--- config.mk ---
export PLATFORM = sky130hd
export DESIGN_NAME = tlsc_top
export DESIGN_NICKNAME = d
export VERILOG_FILES = /design/src/hw/tlsc_pkg.sv /design/src/hw/tlsc_top.sv /design/src/hw/tlsc_mon.sv
export SDC_FILE = /design/constraint.sdc
export NUM_CORES = 1
export LEC_CHECK = 0
export BUFFER_PORTS_ARGS = -buffer_cell sky130_fd_sc_hd__buf_2
export CAP_MARGIN = 10
export CELL_PAD_IN_SITES_DETAIL_PLACEMENT = 1
export CELL_PAD_IN_SITES_GLOBAL_PLACEMENT = 2
export CORE_MARGIN = 5
export CORE_UTILIZATION = 40
export CTS_BUF_LIST = sky130_fd_sc_hd__clkbuf_16
export DETAILED_ROUTE_END_ITERATION = 12
export GPL_TIMING_DRIVEN = 0
export PLACE_DENSITY = 0.83
export SETUP_SLACK_MARGIN = 0.2
export SLEW_MARGIN = 30
export SYNTH_ARGS = -nofsm -noshare
export SYNTH_HDL_FRONTEND = slang
export SYNTH_SLANG_ARGS = --single-unit
--- constraint.sdc ---
create_clock -name pclk -period 3.5 [get_ports pclk]
set_input_delay 0.7 -clock pclk [delete_from_list [all_inputs] [get_ports pclk]]
set_output_delay 0.7 -clock pclk [all_outputs]
set_load 0.005 [all_outputs]
--- src/hw/tlsc_pkg.sv ---
// Package: constants and types for the transceiver low-speed control block
package tlsc_pkg;

    // ------------------------------------------------------------
    // Monitor channels
    // ------------------------------------------------------------
    localparam int NCH = 5;
    localparam logic [2:0] CH_TEMP = 3'h0;
    localparam logic [2:0] CH_VCC = 3'h1;
    localparam logic [2:0] CH_BIAS = 3'h2;
    localparam logic [2:0] CH_TXP = 3'h3;
    localparam logic [2:0] CH_RXP = 3'h4;

    // ------------------------------------------------------------
    // Register byte offsets
    // ------------------------------------------------------------
    localparam logic [7:0] OFS_CTRL = 8'h00;
    localparam logic [7:0] OFS_STAT = 8'h04;
    localparam logic [7:0] OFS_ISTS = 8'h08;
    localparam logic [7:0] OFS_ICLR = 8'h0C;
    localparam logic [7:0] OFS_IEN = 8'h10;
    localparam logic [7:0] OFS_MON = 8'h20;
    localparam logic [7:0] OFS_AHI = 8'h40;
    localparam logic [7:0] OFS_ALO = 8'h60;
    localparam logic [7:0] OFS_WHI = 8'h80;
    localparam logic [7:0] OFS_WLO = 8'hA0;
    localparam logic [7:0] OFS_CAL = 8'hC0;

    // ------------------------------------------------------------
    // Field positions and reset values
    // ------------------------------------------------------------
    localparam int CTRL_SOFT_OFF = 0;
    localparam int CTRL_FLT_CLR = 1;
    localparam logic [1:0] CTRL_RST = 2'h0;
    localparam int IRQ_W = 5;
    localparam int IRQ_FAULT = 0;
    localparam int IRQ_LOS_ON = 1;
    localparam int IRQ_LOS_OFF = 2;
    localparam int IRQ_ALARM = 3;
    localparam int IRQ_WARN = 4;
    localparam logic [IRQ_W-1:0] IEN_RST = 5'h00;
    // Pin synchroniser order: off, pick0, pick1, laser fault, eye trip
    localparam int NSYNC = 5;
    localparam logic [NSYNC-1:0] SYNC_RST = 5'h01;

    // ------------------------------------------------------------
    // Factory tables, fixed at build time
    // ------------------------------------------------------------
    localparam logic [15:0] TAB_AHI [NCH] =
        '{16'h5000, 16'h9000, 16'hC000, 16'hC000, 16'hC000};
    localparam logic [15:0] TAB_ALO [NCH] =
        '{16'h0100, 16'h6000, 16'h0200, 16'h0200, 16'h0080};
    localparam logic [15:0] TAB_WHI [NCH] =
        '{16'h4800, 16'h8800, 16'hA000, 16'hA000, 16'hA000};
    localparam logic [15:0] TAB_WLO [NCH] =
        '{16'h0200, 16'h6800, 16'h0400, 16'h0400, 16'h0100};
    localparam logic [15:0] TAB_CAL [NCH] =
        '{16'h0000, 16'h0000, 16'h0000, 16'h0000, 16'h0000};

    // Receive level hysteresis thresholds (raw monitor units)
    localparam logic [15:0] LOS_ON_LVL = 16'h0100;
    localparam logic [15:0] LOS_OFF_LVL = 16'h0180;

    // ------------------------------------------------------------
    // Types
    // ------------------------------------------------------------
    typedef struct packed {
        logic valid;
        logic [2:0] chan;
        logic [15:0] data;
    } tlsc_sample_t;

    typedef struct packed {
        logic [NCH-1:0] ahi;
        logic [NCH-1:0] alo;
        logic [NCH-1:0] whi;
        logic [NCH-1:0] wlo;
    } tlsc_flags_t;

    typedef enum logic [1:0] {
        LOS_SET = 2'b01,
        LOS_CLR = 2'b10
    } tlsc_los_t;

endpackage

--- src/hw/tlsc_top.sv ---
// Transceiver low-speed control: flags, transmit off, monitors, APB
`timescale 1ns/1ps
`default_nettype none
module tlsc_top
    import tlsc_pkg::*;
(
    // Clock, reset, enable
    input wire logic pclk,
    input wire logic presetn,
    input wire logic ce,
    // APB slave
    input wire logic psel,
    input wire logic penable,
    input wire logic pwrite,
    input wire logic [7:0] paddr,
    input wire logic [31:0] pwdata,
    output logic [31:0] prdata,
    output logic pready,
    output logic pslverr,
    // Module pins, asynchronous to pclk
    input wire logic tx_off_pin,
    input wire logic rate_pick_0,
    input wire logic rate_pick_1,
    // Analog fault detectors, asynchronous to pclk
    input wire logic laser_fault_in,
    input wire logic eye_trip_in,
    // Digitised monitor samples, same clock
    input wire tlsc_sample_t sample,
    // Open-drain fault flag pin
    output logic fault_pin_o,
    output logic fault_pin_oe_n,
    // Open-drain signal-lost flag pin
    output logic los_pin_o,
    output logic los_pin_oe_n,
    // Laser driver enable and interrupt
    output logic laser_en,
    output logic irq
);

    // ------------------------------------------------------------
    // Decode helper
    // ------------------------------------------------------------

    // Word inside an 8-word table region holding a valid channel
    function automatic logic tab_hit(input logic [7:0] a,
                                     input logic [7:0] base);
        tab_hit = (a[7:5] == base[7:5]) && (a[4:2] < 3'h5)
                  && (a[1:0] == 2'h0);
    endfunction

    // ------------------------------------------------------------
    // Declarations
    // ------------------------------------------------------------
    logic [NSYNC-1:0] sync1_q;
    logic [NSYNC-1:0] sync2_q;
    logic tx_off_s;
    logic tx_off_prev_q;
    logic laser_flt_s;
    logic eye_trip_s;
    logic [1:0] rate_s;
    logic [1:0] ctrl_q;
    logic fault_q;
    logic fault_d;
    logic fault_cond;
    logic fault_clr;
    tlsc_los_t los_st_q;
    tlsc_los_t los_st_d;
    logic los_q;
    logic los_d;
    logic laser_en_q;
    logic [IRQ_W-1:0] ists_q;
    logic [IRQ_W-1:0] ists_d;
    logic [IRQ_W-1:0] ien_q;
    logic [IRQ_W-1:0] iev;
    logic [IRQ_W-1:0] iclr;
    logic irq_q;
    logic alarm_any;
    logic warn_any;
    logic alarm_prev_q;
    logic warn_prev_q;
    logic [31:0] prdata_q;
    logic pready_q;
    logic pslverr_q;
    logic od_low_q;
    logic [NCH-1:0][15:0] mon_val;
    tlsc_flags_t mon_flags;
    logic setup;
    logic wr;
    logic [2:0] ch;
    logic hit_ctrl;
    logic hit_stat;
    logic hit_ists;
    logic hit_iclr;
    logic hit_ien;
    logic hit_mon;
    logic hit_ahi;
    logic hit_alo;
    logic hit_whi;
    logic hit_wlo;
    logic hit_cal;
    logic mapped;
    logic [31:0] rd_d;
    logic [31:0] stat_word;

    // ------------------------------------------------------------
    // Pin synchronisers
    // ------------------------------------------------------------

    // Off bit resets high: a floating input behaves as pulled up
    always_ff @(posedge pclk or negedge presetn) begin
        if (!presetn) begin
            sync1_q <= SYNC_RST;
            sync2_q <= SYNC_RST;
        end else if (ce) begin
            sync1_q <= {eye_trip_in, laser_fault_in, rate_pick_1,
                        rate_pick_0, tx_off_pin};
            sync2_q <= sync1_q;
        end
    end

    // Only the second stage is read past this point
    assign tx_off_s = sync2_q[0];
    assign rate_s = sync2_q[2:1];
    assign laser_flt_s = sync2_q[3];
    assign eye_trip_s = sync2_q[4];

    // ------------------------------------------------------------
    // Monitor capture
    // ------------------------------------------------------------
    tlsc_mon u_mon (
        .pclk(pclk),
        .presetn(presetn),
        .ce(ce),
        .sample(sample),
        .value(mon_val),
        .flags(mon_flags)
    );

    assign alarm_any = |{mon_flags.ahi, mon_flags.alo};
    assign warn_any = |{mon_flags.whi, mon_flags.wlo};

    // ------------------------------------------------------------
    // Transmit fault
    // ------------------------------------------------------------

    // Laser trouble: detector pins or bias / output power over limit
    assign fault_cond = laser_flt_s | eye_trip_s
                        | mon_flags.ahi[CH_BIAS]
                        | mon_flags.ahi[CH_TXP];

    // Cleared by a rising off input or a software pulse
    assign fault_clr = (tx_off_s & ~tx_off_prev_q)
                       | (wr && hit_ctrl && pwdata[CTRL_FLT_CLR]);

    // Latched; a live condition wins over any clear
    assign fault_d = fault_cond | (fault_q & ~fault_clr);

    always_ff @(posedge pclk or negedge presetn) begin
        if (!presetn) begin
            fault_q <= 1'b0;
            tx_off_prev_q <= 1'b1;
        end else if (ce) begin
            fault_q <= fault_d;
            tx_off_prev_q <= tx_off_s;
        end
    end

    // ------------------------------------------------------------
    // Receive signal lost, with hysteresis
    // ------------------------------------------------------------

    // Hysteresis stops the flag chattering around one threshold.
    // Host must still qualify received data on its own.
    always_comb begin
        los_st_d = los_st_q;
        case (los_st_q)
            LOS_SET: begin
                if (mon_val[CH_RXP] > LOS_OFF_LVL) begin
                    los_st_d = LOS_CLR;
                end
            end
            LOS_CLR: begin
                if (mon_val[CH_RXP] < LOS_ON_LVL) begin
                    los_st_d = LOS_SET;
                end
            end
            default: begin
                los_st_d = LOS_SET;
            end
        endcase
    end

    assign los_d = (los_st_d == LOS_SET);

    // Starts as lost until a real reading says otherwise
    always_ff @(posedge pclk or negedge presetn) begin
        if (!presetn) begin
            los_st_q <= LOS_SET;
            los_q <= 1'b1;
        end else if (ce) begin
            los_st_q <= los_st_d;
            los_q <= los_d;
        end
    end

    // ------------------------------------------------------------
    // Laser enable
    // ------------------------------------------------------------

    // Rate picks never reach here: only one line rate exists
    always_ff @(posedge pclk or negedge presetn) begin
        if (!presetn) begin
            laser_en_q <= 1'b0;
        end else if (ce) begin
            laser_en_q <= ~tx_off_s & ~ctrl_q[CTRL_SOFT_OFF];
        end
    end

    // ------------------------------------------------------------
    // Open-drain pins
    // ------------------------------------------------------------

    // Pin data is always low; a flag high means release the pin
    always_ff @(posedge pclk or negedge presetn) begin
        if (!presetn) begin
            od_low_q <= 1'b0;
        end else if (ce) begin
            od_low_q <= 1'b0;
        end
    end

    assign fault_pin_o = od_low_q;
    assign fault_pin_oe_n = fault_q;
    assign los_pin_o = od_low_q;
    assign los_pin_oe_n = los_q;
    assign laser_en = laser_en_q;

    // ------------------------------------------------------------
    // Interrupts
    // ------------------------------------------------------------

    // Rising edges of each event
    assign iev[IRQ_FAULT] = fault_d & ~fault_q;
    assign iev[IRQ_LOS_ON] = los_d & ~los_q;
    assign iev[IRQ_LOS_OFF] = ~los_d & los_q;
    assign iev[IRQ_ALARM] = alarm_any & ~alarm_prev_q;
    assign iev[IRQ_WARN] = warn_any & ~warn_prev_q;

    // Clear by writing ones; an event in the same cycle wins
    assign iclr = (wr && hit_iclr) ? pwdata[IRQ_W-1:0] : '0;
    assign ists_d = iev | (ists_q & ~iclr);

    always_ff @(posedge pclk or negedge presetn) begin
        if (!presetn) begin
            ists_q <= '0;
            alarm_prev_q <= 1'b0;
            warn_prev_q <= 1'b0;
            irq_q <= 1'b0;
        end else if (ce) begin
            ists_q <= ists_d;
            alarm_prev_q <= alarm_any;
            warn_prev_q <= warn_any;
            irq_q <= |(ists_d & ien_q);
        end
    end

    assign irq = irq_q;

    // ------------------------------------------------------------
    // APB address decode
    // ------------------------------------------------------------
    assign setup = psel & ~penable;
    assign wr = psel & penable & pwrite & pready_q;
    assign ch = paddr[4:2];
    assign hit_ctrl = (paddr == OFS_CTRL);
    assign hit_stat = (paddr == OFS_STAT);
    assign hit_ists = (paddr == OFS_ISTS);
    assign hit_iclr = (paddr == OFS_ICLR);
    assign hit_ien = (paddr == OFS_IEN);
    assign hit_mon = tab_hit(paddr, OFS_MON);
    assign hit_ahi = tab_hit(paddr, OFS_AHI);
    assign hit_alo = tab_hit(paddr, OFS_ALO);
    assign hit_whi = tab_hit(paddr, OFS_WHI);
    assign hit_wlo = tab_hit(paddr, OFS_WLO);
    assign hit_cal = tab_hit(paddr, OFS_CAL);
    assign mapped = hit_ctrl | hit_stat | hit_ists | hit_iclr
                    | hit_ien | hit_mon | hit_ahi | hit_alo
                    | hit_whi | hit_wlo | hit_cal;

    // Live pin and flag view; rate picks shown but unused
    assign stat_word = {26'h0000000, rate_s, los_q, fault_q,
                        laser_en_q, tx_off_s};

    // ------------------------------------------------------------
    // APB read mux
    // ------------------------------------------------------------
    always_comb begin
        rd_d = 32'h00000000;
        if (hit_ctrl) begin
            rd_d = {30'h00000000, ctrl_q};
        end else if (hit_stat) begin
            rd_d = stat_word;
        end else if (hit_ists) begin
            rd_d = {27'h0000000, ists_q};
        end else if (hit_ien) begin
            rd_d = {27'h0000000, ien_q};
        end else if (hit_mon) begin
            rd_d = {16'h0000, mon_val[ch]};
        end else if (hit_ahi) begin
            rd_d = {16'h0000, TAB_AHI[ch]};
        end else if (hit_alo) begin
            rd_d = {16'h0000, TAB_ALO[ch]};
        end else if (hit_whi) begin
            rd_d = {16'h0000, TAB_WHI[ch]};
        end else if (hit_wlo) begin
            rd_d = {16'h0000, TAB_WLO[ch]};
        end else if (hit_cal) begin
            rd_d = {16'h0000, TAB_CAL[ch]};
        end
    end

    // ------------------------------------------------------------
    // APB response and writable registers
    // ------------------------------------------------------------

    // Answer is ready in the first access cycle, no wait states
    always_ff @(posedge pclk or negedge presetn) begin
        if (!presetn) begin
            pready_q <= 1'b0;
            pslverr_q <= 1'b0;
            prdata_q <= 32'h00000000;
        end else if (ce) begin
            pready_q <= setup;
            pslverr_q <= setup & ~mapped;
            if (setup && !pwrite) begin
                prdata_q <= rd_d;
            end
        end
    end

    // Clear bit is a pulse and is never stored
    always_ff @(posedge pclk or negedge presetn) begin
        if (!presetn) begin
            ctrl_q <= CTRL_RST;
            ien_q <= IEN_RST;
        end else if (ce && wr) begin
            if (hit_ctrl) begin
                ctrl_q <= {1'b0, pwdata[CTRL_SOFT_OFF]};
            end
            if (hit_ien) begin
                ien_q <= pwdata[IRQ_W-1:0];
            end
        end
    end

    assign prdata = prdata_q;
    assign pready = pready_q;
    assign pslverr = pslverr_q;

endmodule // tlsc_top
`default_nettype wire

--- src/hw/tlsc_mon.sv ---
// Monitor capture: calibrated readings and threshold flags per channel
`timescale 1ns/1ps
`default_nettype none
module tlsc_mon
    import tlsc_pkg::*;
(
    // Clock and reset
    input wire logic pclk,
    input wire logic presetn,
    input wire logic ce,
    // Digitised monitor samples
    input wire tlsc_sample_t sample,
    // Results
    output logic [NCH-1:0][15:0] value,
    output tlsc_flags_t flags
);

    logic [NCH-1:0][15:0] val_q;

    // ------------------------------------------------------------
    // One capture register per channel
    // ------------------------------------------------------------
    genvar i;
    generate
        for (i = 0; i < NCH; i++) begin : g_ch
            logic hit;
            logic [15:0] cal_d;
            assign hit = sample.valid && (sample.chan == 3'(i));
            // Offset wraps; tables keep readings well inside range
            assign cal_d = sample.data + TAB_CAL[i];
            // Latest sample held until the next one for this channel
            always_ff @(posedge pclk or negedge presetn) begin
                if (!presetn) begin
                    val_q[i] <= 16'h0000;
                end else if (ce && hit) begin
                    val_q[i] <= cal_d;
                end
            end
            // Threshold compare against factory limits
            assign flags.ahi[i] = val_q[i] > TAB_AHI[i];
            assign flags.alo[i] = val_q[i] < TAB_ALO[i];
            assign flags.whi[i] = val_q[i] > TAB_WHI[i];
            assign flags.wlo[i] = val_q[i] < TAB_WLO[i];
        end
    endgenerate

    assign value = val_q;

endmodule // tlsc_mon
`default_nettype wire

==> flow_summary.yaml <==
clock_network:
  root_buffer: "clkbuf_16"
  cts_setup_buffers: 0
  clkSinkCount: 128
  clockBufferDepth: 2
  clk_pin_slew_ns: 0.06
  numCtsBuffers: 17
  cts_tree: "built"
  htreeDepth: 4
  ctsResizeCount: 0
  insertion_delay_ns: 0.44
  ctsHoldBuffers: 0
placement:
  io_buffers: 63
  hpwl_mm: 15.8
  gp_congestion: 0.891
  pre_cts_ws_ns: 0.0947
  placed_area_mm2: 0.00737
global_route:
  antenna_found_initial: 0
  globalRouteOverflowTotal: 0
  grt_max_degree: 72
  gr-usage-all-layers_pct: 22.0
  first_global_vias: 5618
  grt_pass1_wl_mm: 33.2
sta:
  hold_viol: 0
  setup_slack_ns: 0.532
  rsz0062_at_grt: "no"
  max_freq_ghz: 0.337
  worst_pin_slew_ns: 0.908
  max_slew_margin_pct: 39.3
  clock_skew_ns: 0.00897
  finalCritPeriodShare_pct: 84.8
  finalSetupTns_ns: 0
  setup_viol: 0
  finalMaxSlewViolations: 0
  fin_crit_ns: 2.97
synth:
  async_reset_ff_share_pct: 100
  yosysTopAreaCell: "dfrtp_1"
  ys.flop_type: "dfrtp_1"
  netlist.area_leader.share_pct: 46.1
  ys_types: 58
  synth_area_mm2: 0.00668
  synthTopCellsByArea: "dfrtp_1, mux2_2, mux4_2"
  ys_ff_latch: 128
  yosysWarnings: 0
  ys_seq_area_share_pct: 48.0
  yosys-top-cells-count: "dfrtp_1, mux2_2, nand2_1"
  avgSynthCellArea_um2: 11.5
  yosysMostFrequentCell: "dfrtp_1"
  synthCells: 580
  synth_edf_count: 0
critical_path:
  cp.required_ns: 3.83
  cp.arrival_ns: 3.29
  cpPeakStageDelay_ns: 0.63
  startpoint: "paddr[3]"
  startpoint_type: "primary input"
  cpMaxStageDelayCell: "clkbuf_1"
  cp_max_fo: 10
  r2r_start: "u_mon.value[36]"
  crit_chain: "buf_2 -> buf_1 -> clkbuf_1 -> mux4_2 -> a22oi_1 -> o32ai_1 -> a22o_1"
  crit_family: "buffers and inverters"
  worstPathBufferInverterCount: 3
  path_class: "primary input to flip-flop"
  cp-end-kind: "flip-flop"
power:
  p_comb_share_pct: 19.7
  swShare_pct: 31.6
  irDropWorstVdd_uv: 387
  p_switching_mw: 1.53
  leakagePower_nw: 3.42
  p_clk_share_pct: 36.9
  power_frac_seq_pct: 43.3
  cell_internal_pwr_mw: 3.30
  power_density_mw_per_mm2: 607
cells_and_area:
  area_growth_pct: 19.2
  final_area_mm2: 0.00796
  drive_above_1_share_pct: 35.5
  final_util_pct: 48.4
  antenna_cells: 0
  nets: 753
drt:
  wirelength_mm: 20.9
  antenna_left: 0
  drcViolationCount: 0
  drt_iter0_markers: 373
  via_per_inst: 5.78
  first_pass_iters: 5
  via_count: 5273
  avgRoutedWirePerCell_um: 22.9
floorplanning:
  core_area_mm2: 0.0165
  ios: 111
  fp-row-count: 47
  fp.dieH_um: 139
  dieArea_mm2: 0.0194
  die_w_um: 139
  start_util_pct: 40.6
run:
  cap_violations: 0
worst_hold_path:
  hold_path.class: "primary input to async pin"
status:
  status: "finished, final reports clean"
[layout by cell type (no fill, tap or decap), types with 18 or more instances in the layout]
| master | instances |
|---|---|
| dfrtp_1 | 123 |
| mux2_2 | 96 |
| buf_2 | 68 |
| nand2_1 | 48 |
| nor2_1 | 30 |
| a21oi_1 | 21 |
| clkbuf_1 | 19 |
| o21ai_0 | 18 |
| buf_4 | 18 |
| conb_1 | 18 |
[routing by layer]
metal / vias up / track usage, % / part of all wire [%]
met5: - / 0 / 0
li1: 2391 / - / -
met2: 139 / 35.8 / 49
met4: 0 / 8.65 / 2.9
met1: 2706 / 28.9 / 44
met3: 37 / 4.67 / 4.0
[power groups by stage]
| stage | Combinational, mW | Clock (mW) | Sequential, mW |
|---|---|---|---|
| finish | 0.954 | 1.78 | 2.09 |
| global route | 1.04 | 1.89 | 2.13 |
| CTS | 0.951 | 1.82 | 2.09 |
| detailed placement | 0.939 | 0 | 2.11 |
| global placement | 0.903 | 0 | 2.10 |
| floorplan | 0.657 | 0 | 1.98 |
[layout make-up]
type | instances | area [µm²]
buffer | 44 | 240
clock buffer | 17 | 425
clock inverter | 15 | 158
fill | 1797 | 8500
inverter | 13 | 48.8
multi-input combinational | 412 | 3250
sequential | 128 | 3210
tap | 220 | 275
timing repair buffer | 64 | 353
[logic make-up after synthesis]
logic type,synth area share (%)
compound gates,12.2
fa+ha+maj,0.374
simple gates,12.7
xor+xnor,0.131
flops,48.0
buf+inv,4.33
other cells,0.0561
mux,22.2
[metrics by stage]
| step | hold WS, ns | power, mW | std cells |
|---|---|---|---|
| after global routing | 0.276 | 5.06 | 913 |
| after global placement | 0.470 | 3.00 | 880 |
| after CTS | 0.242 | 4.86 | 913 |
| after detailed placement | 0.477 | 3.05 | 881 |
| final | 0.232 | 4.83 | 913 |
| after floorplan | 0.404 | 2.63 | 597 |
[sequential cells by signal, summed over array words and instances (netlist names)]
signal          flops
irq                 1
prdata             16
ien_q               5
ists_q              5
u_mon.value        80
warn_prev_q         1
los_st_q            2
tx_off_prev_q       1
los_pin_oe_n        1
alarm_prev_q        1
sync1_q             5
ctrl_q              1
sync2_q             5
fault_pin_oe_n      1
laser_en            1
pslverr             1
pready              1
[path summary, 6_finish.rpt]
| kind | endpoint | slack [ns] | cells after the start |
|---|---|---|---|
| worst max-delay path | prdata[15] | 0.53 | 7 |
| worst min-delay path | irq | 0.23 | 1 |
| worst max register to register | irq | 0.78 | 6 |
| worst min register to register | prdata[5] | 0.49 | 2 |
| max in group asynchronous | u_mon.value[7] | 2.58 | 2 |
| min in group pclk | prdata[5] | 0.49 | 2 |
(Power assumes the default switching activity.)
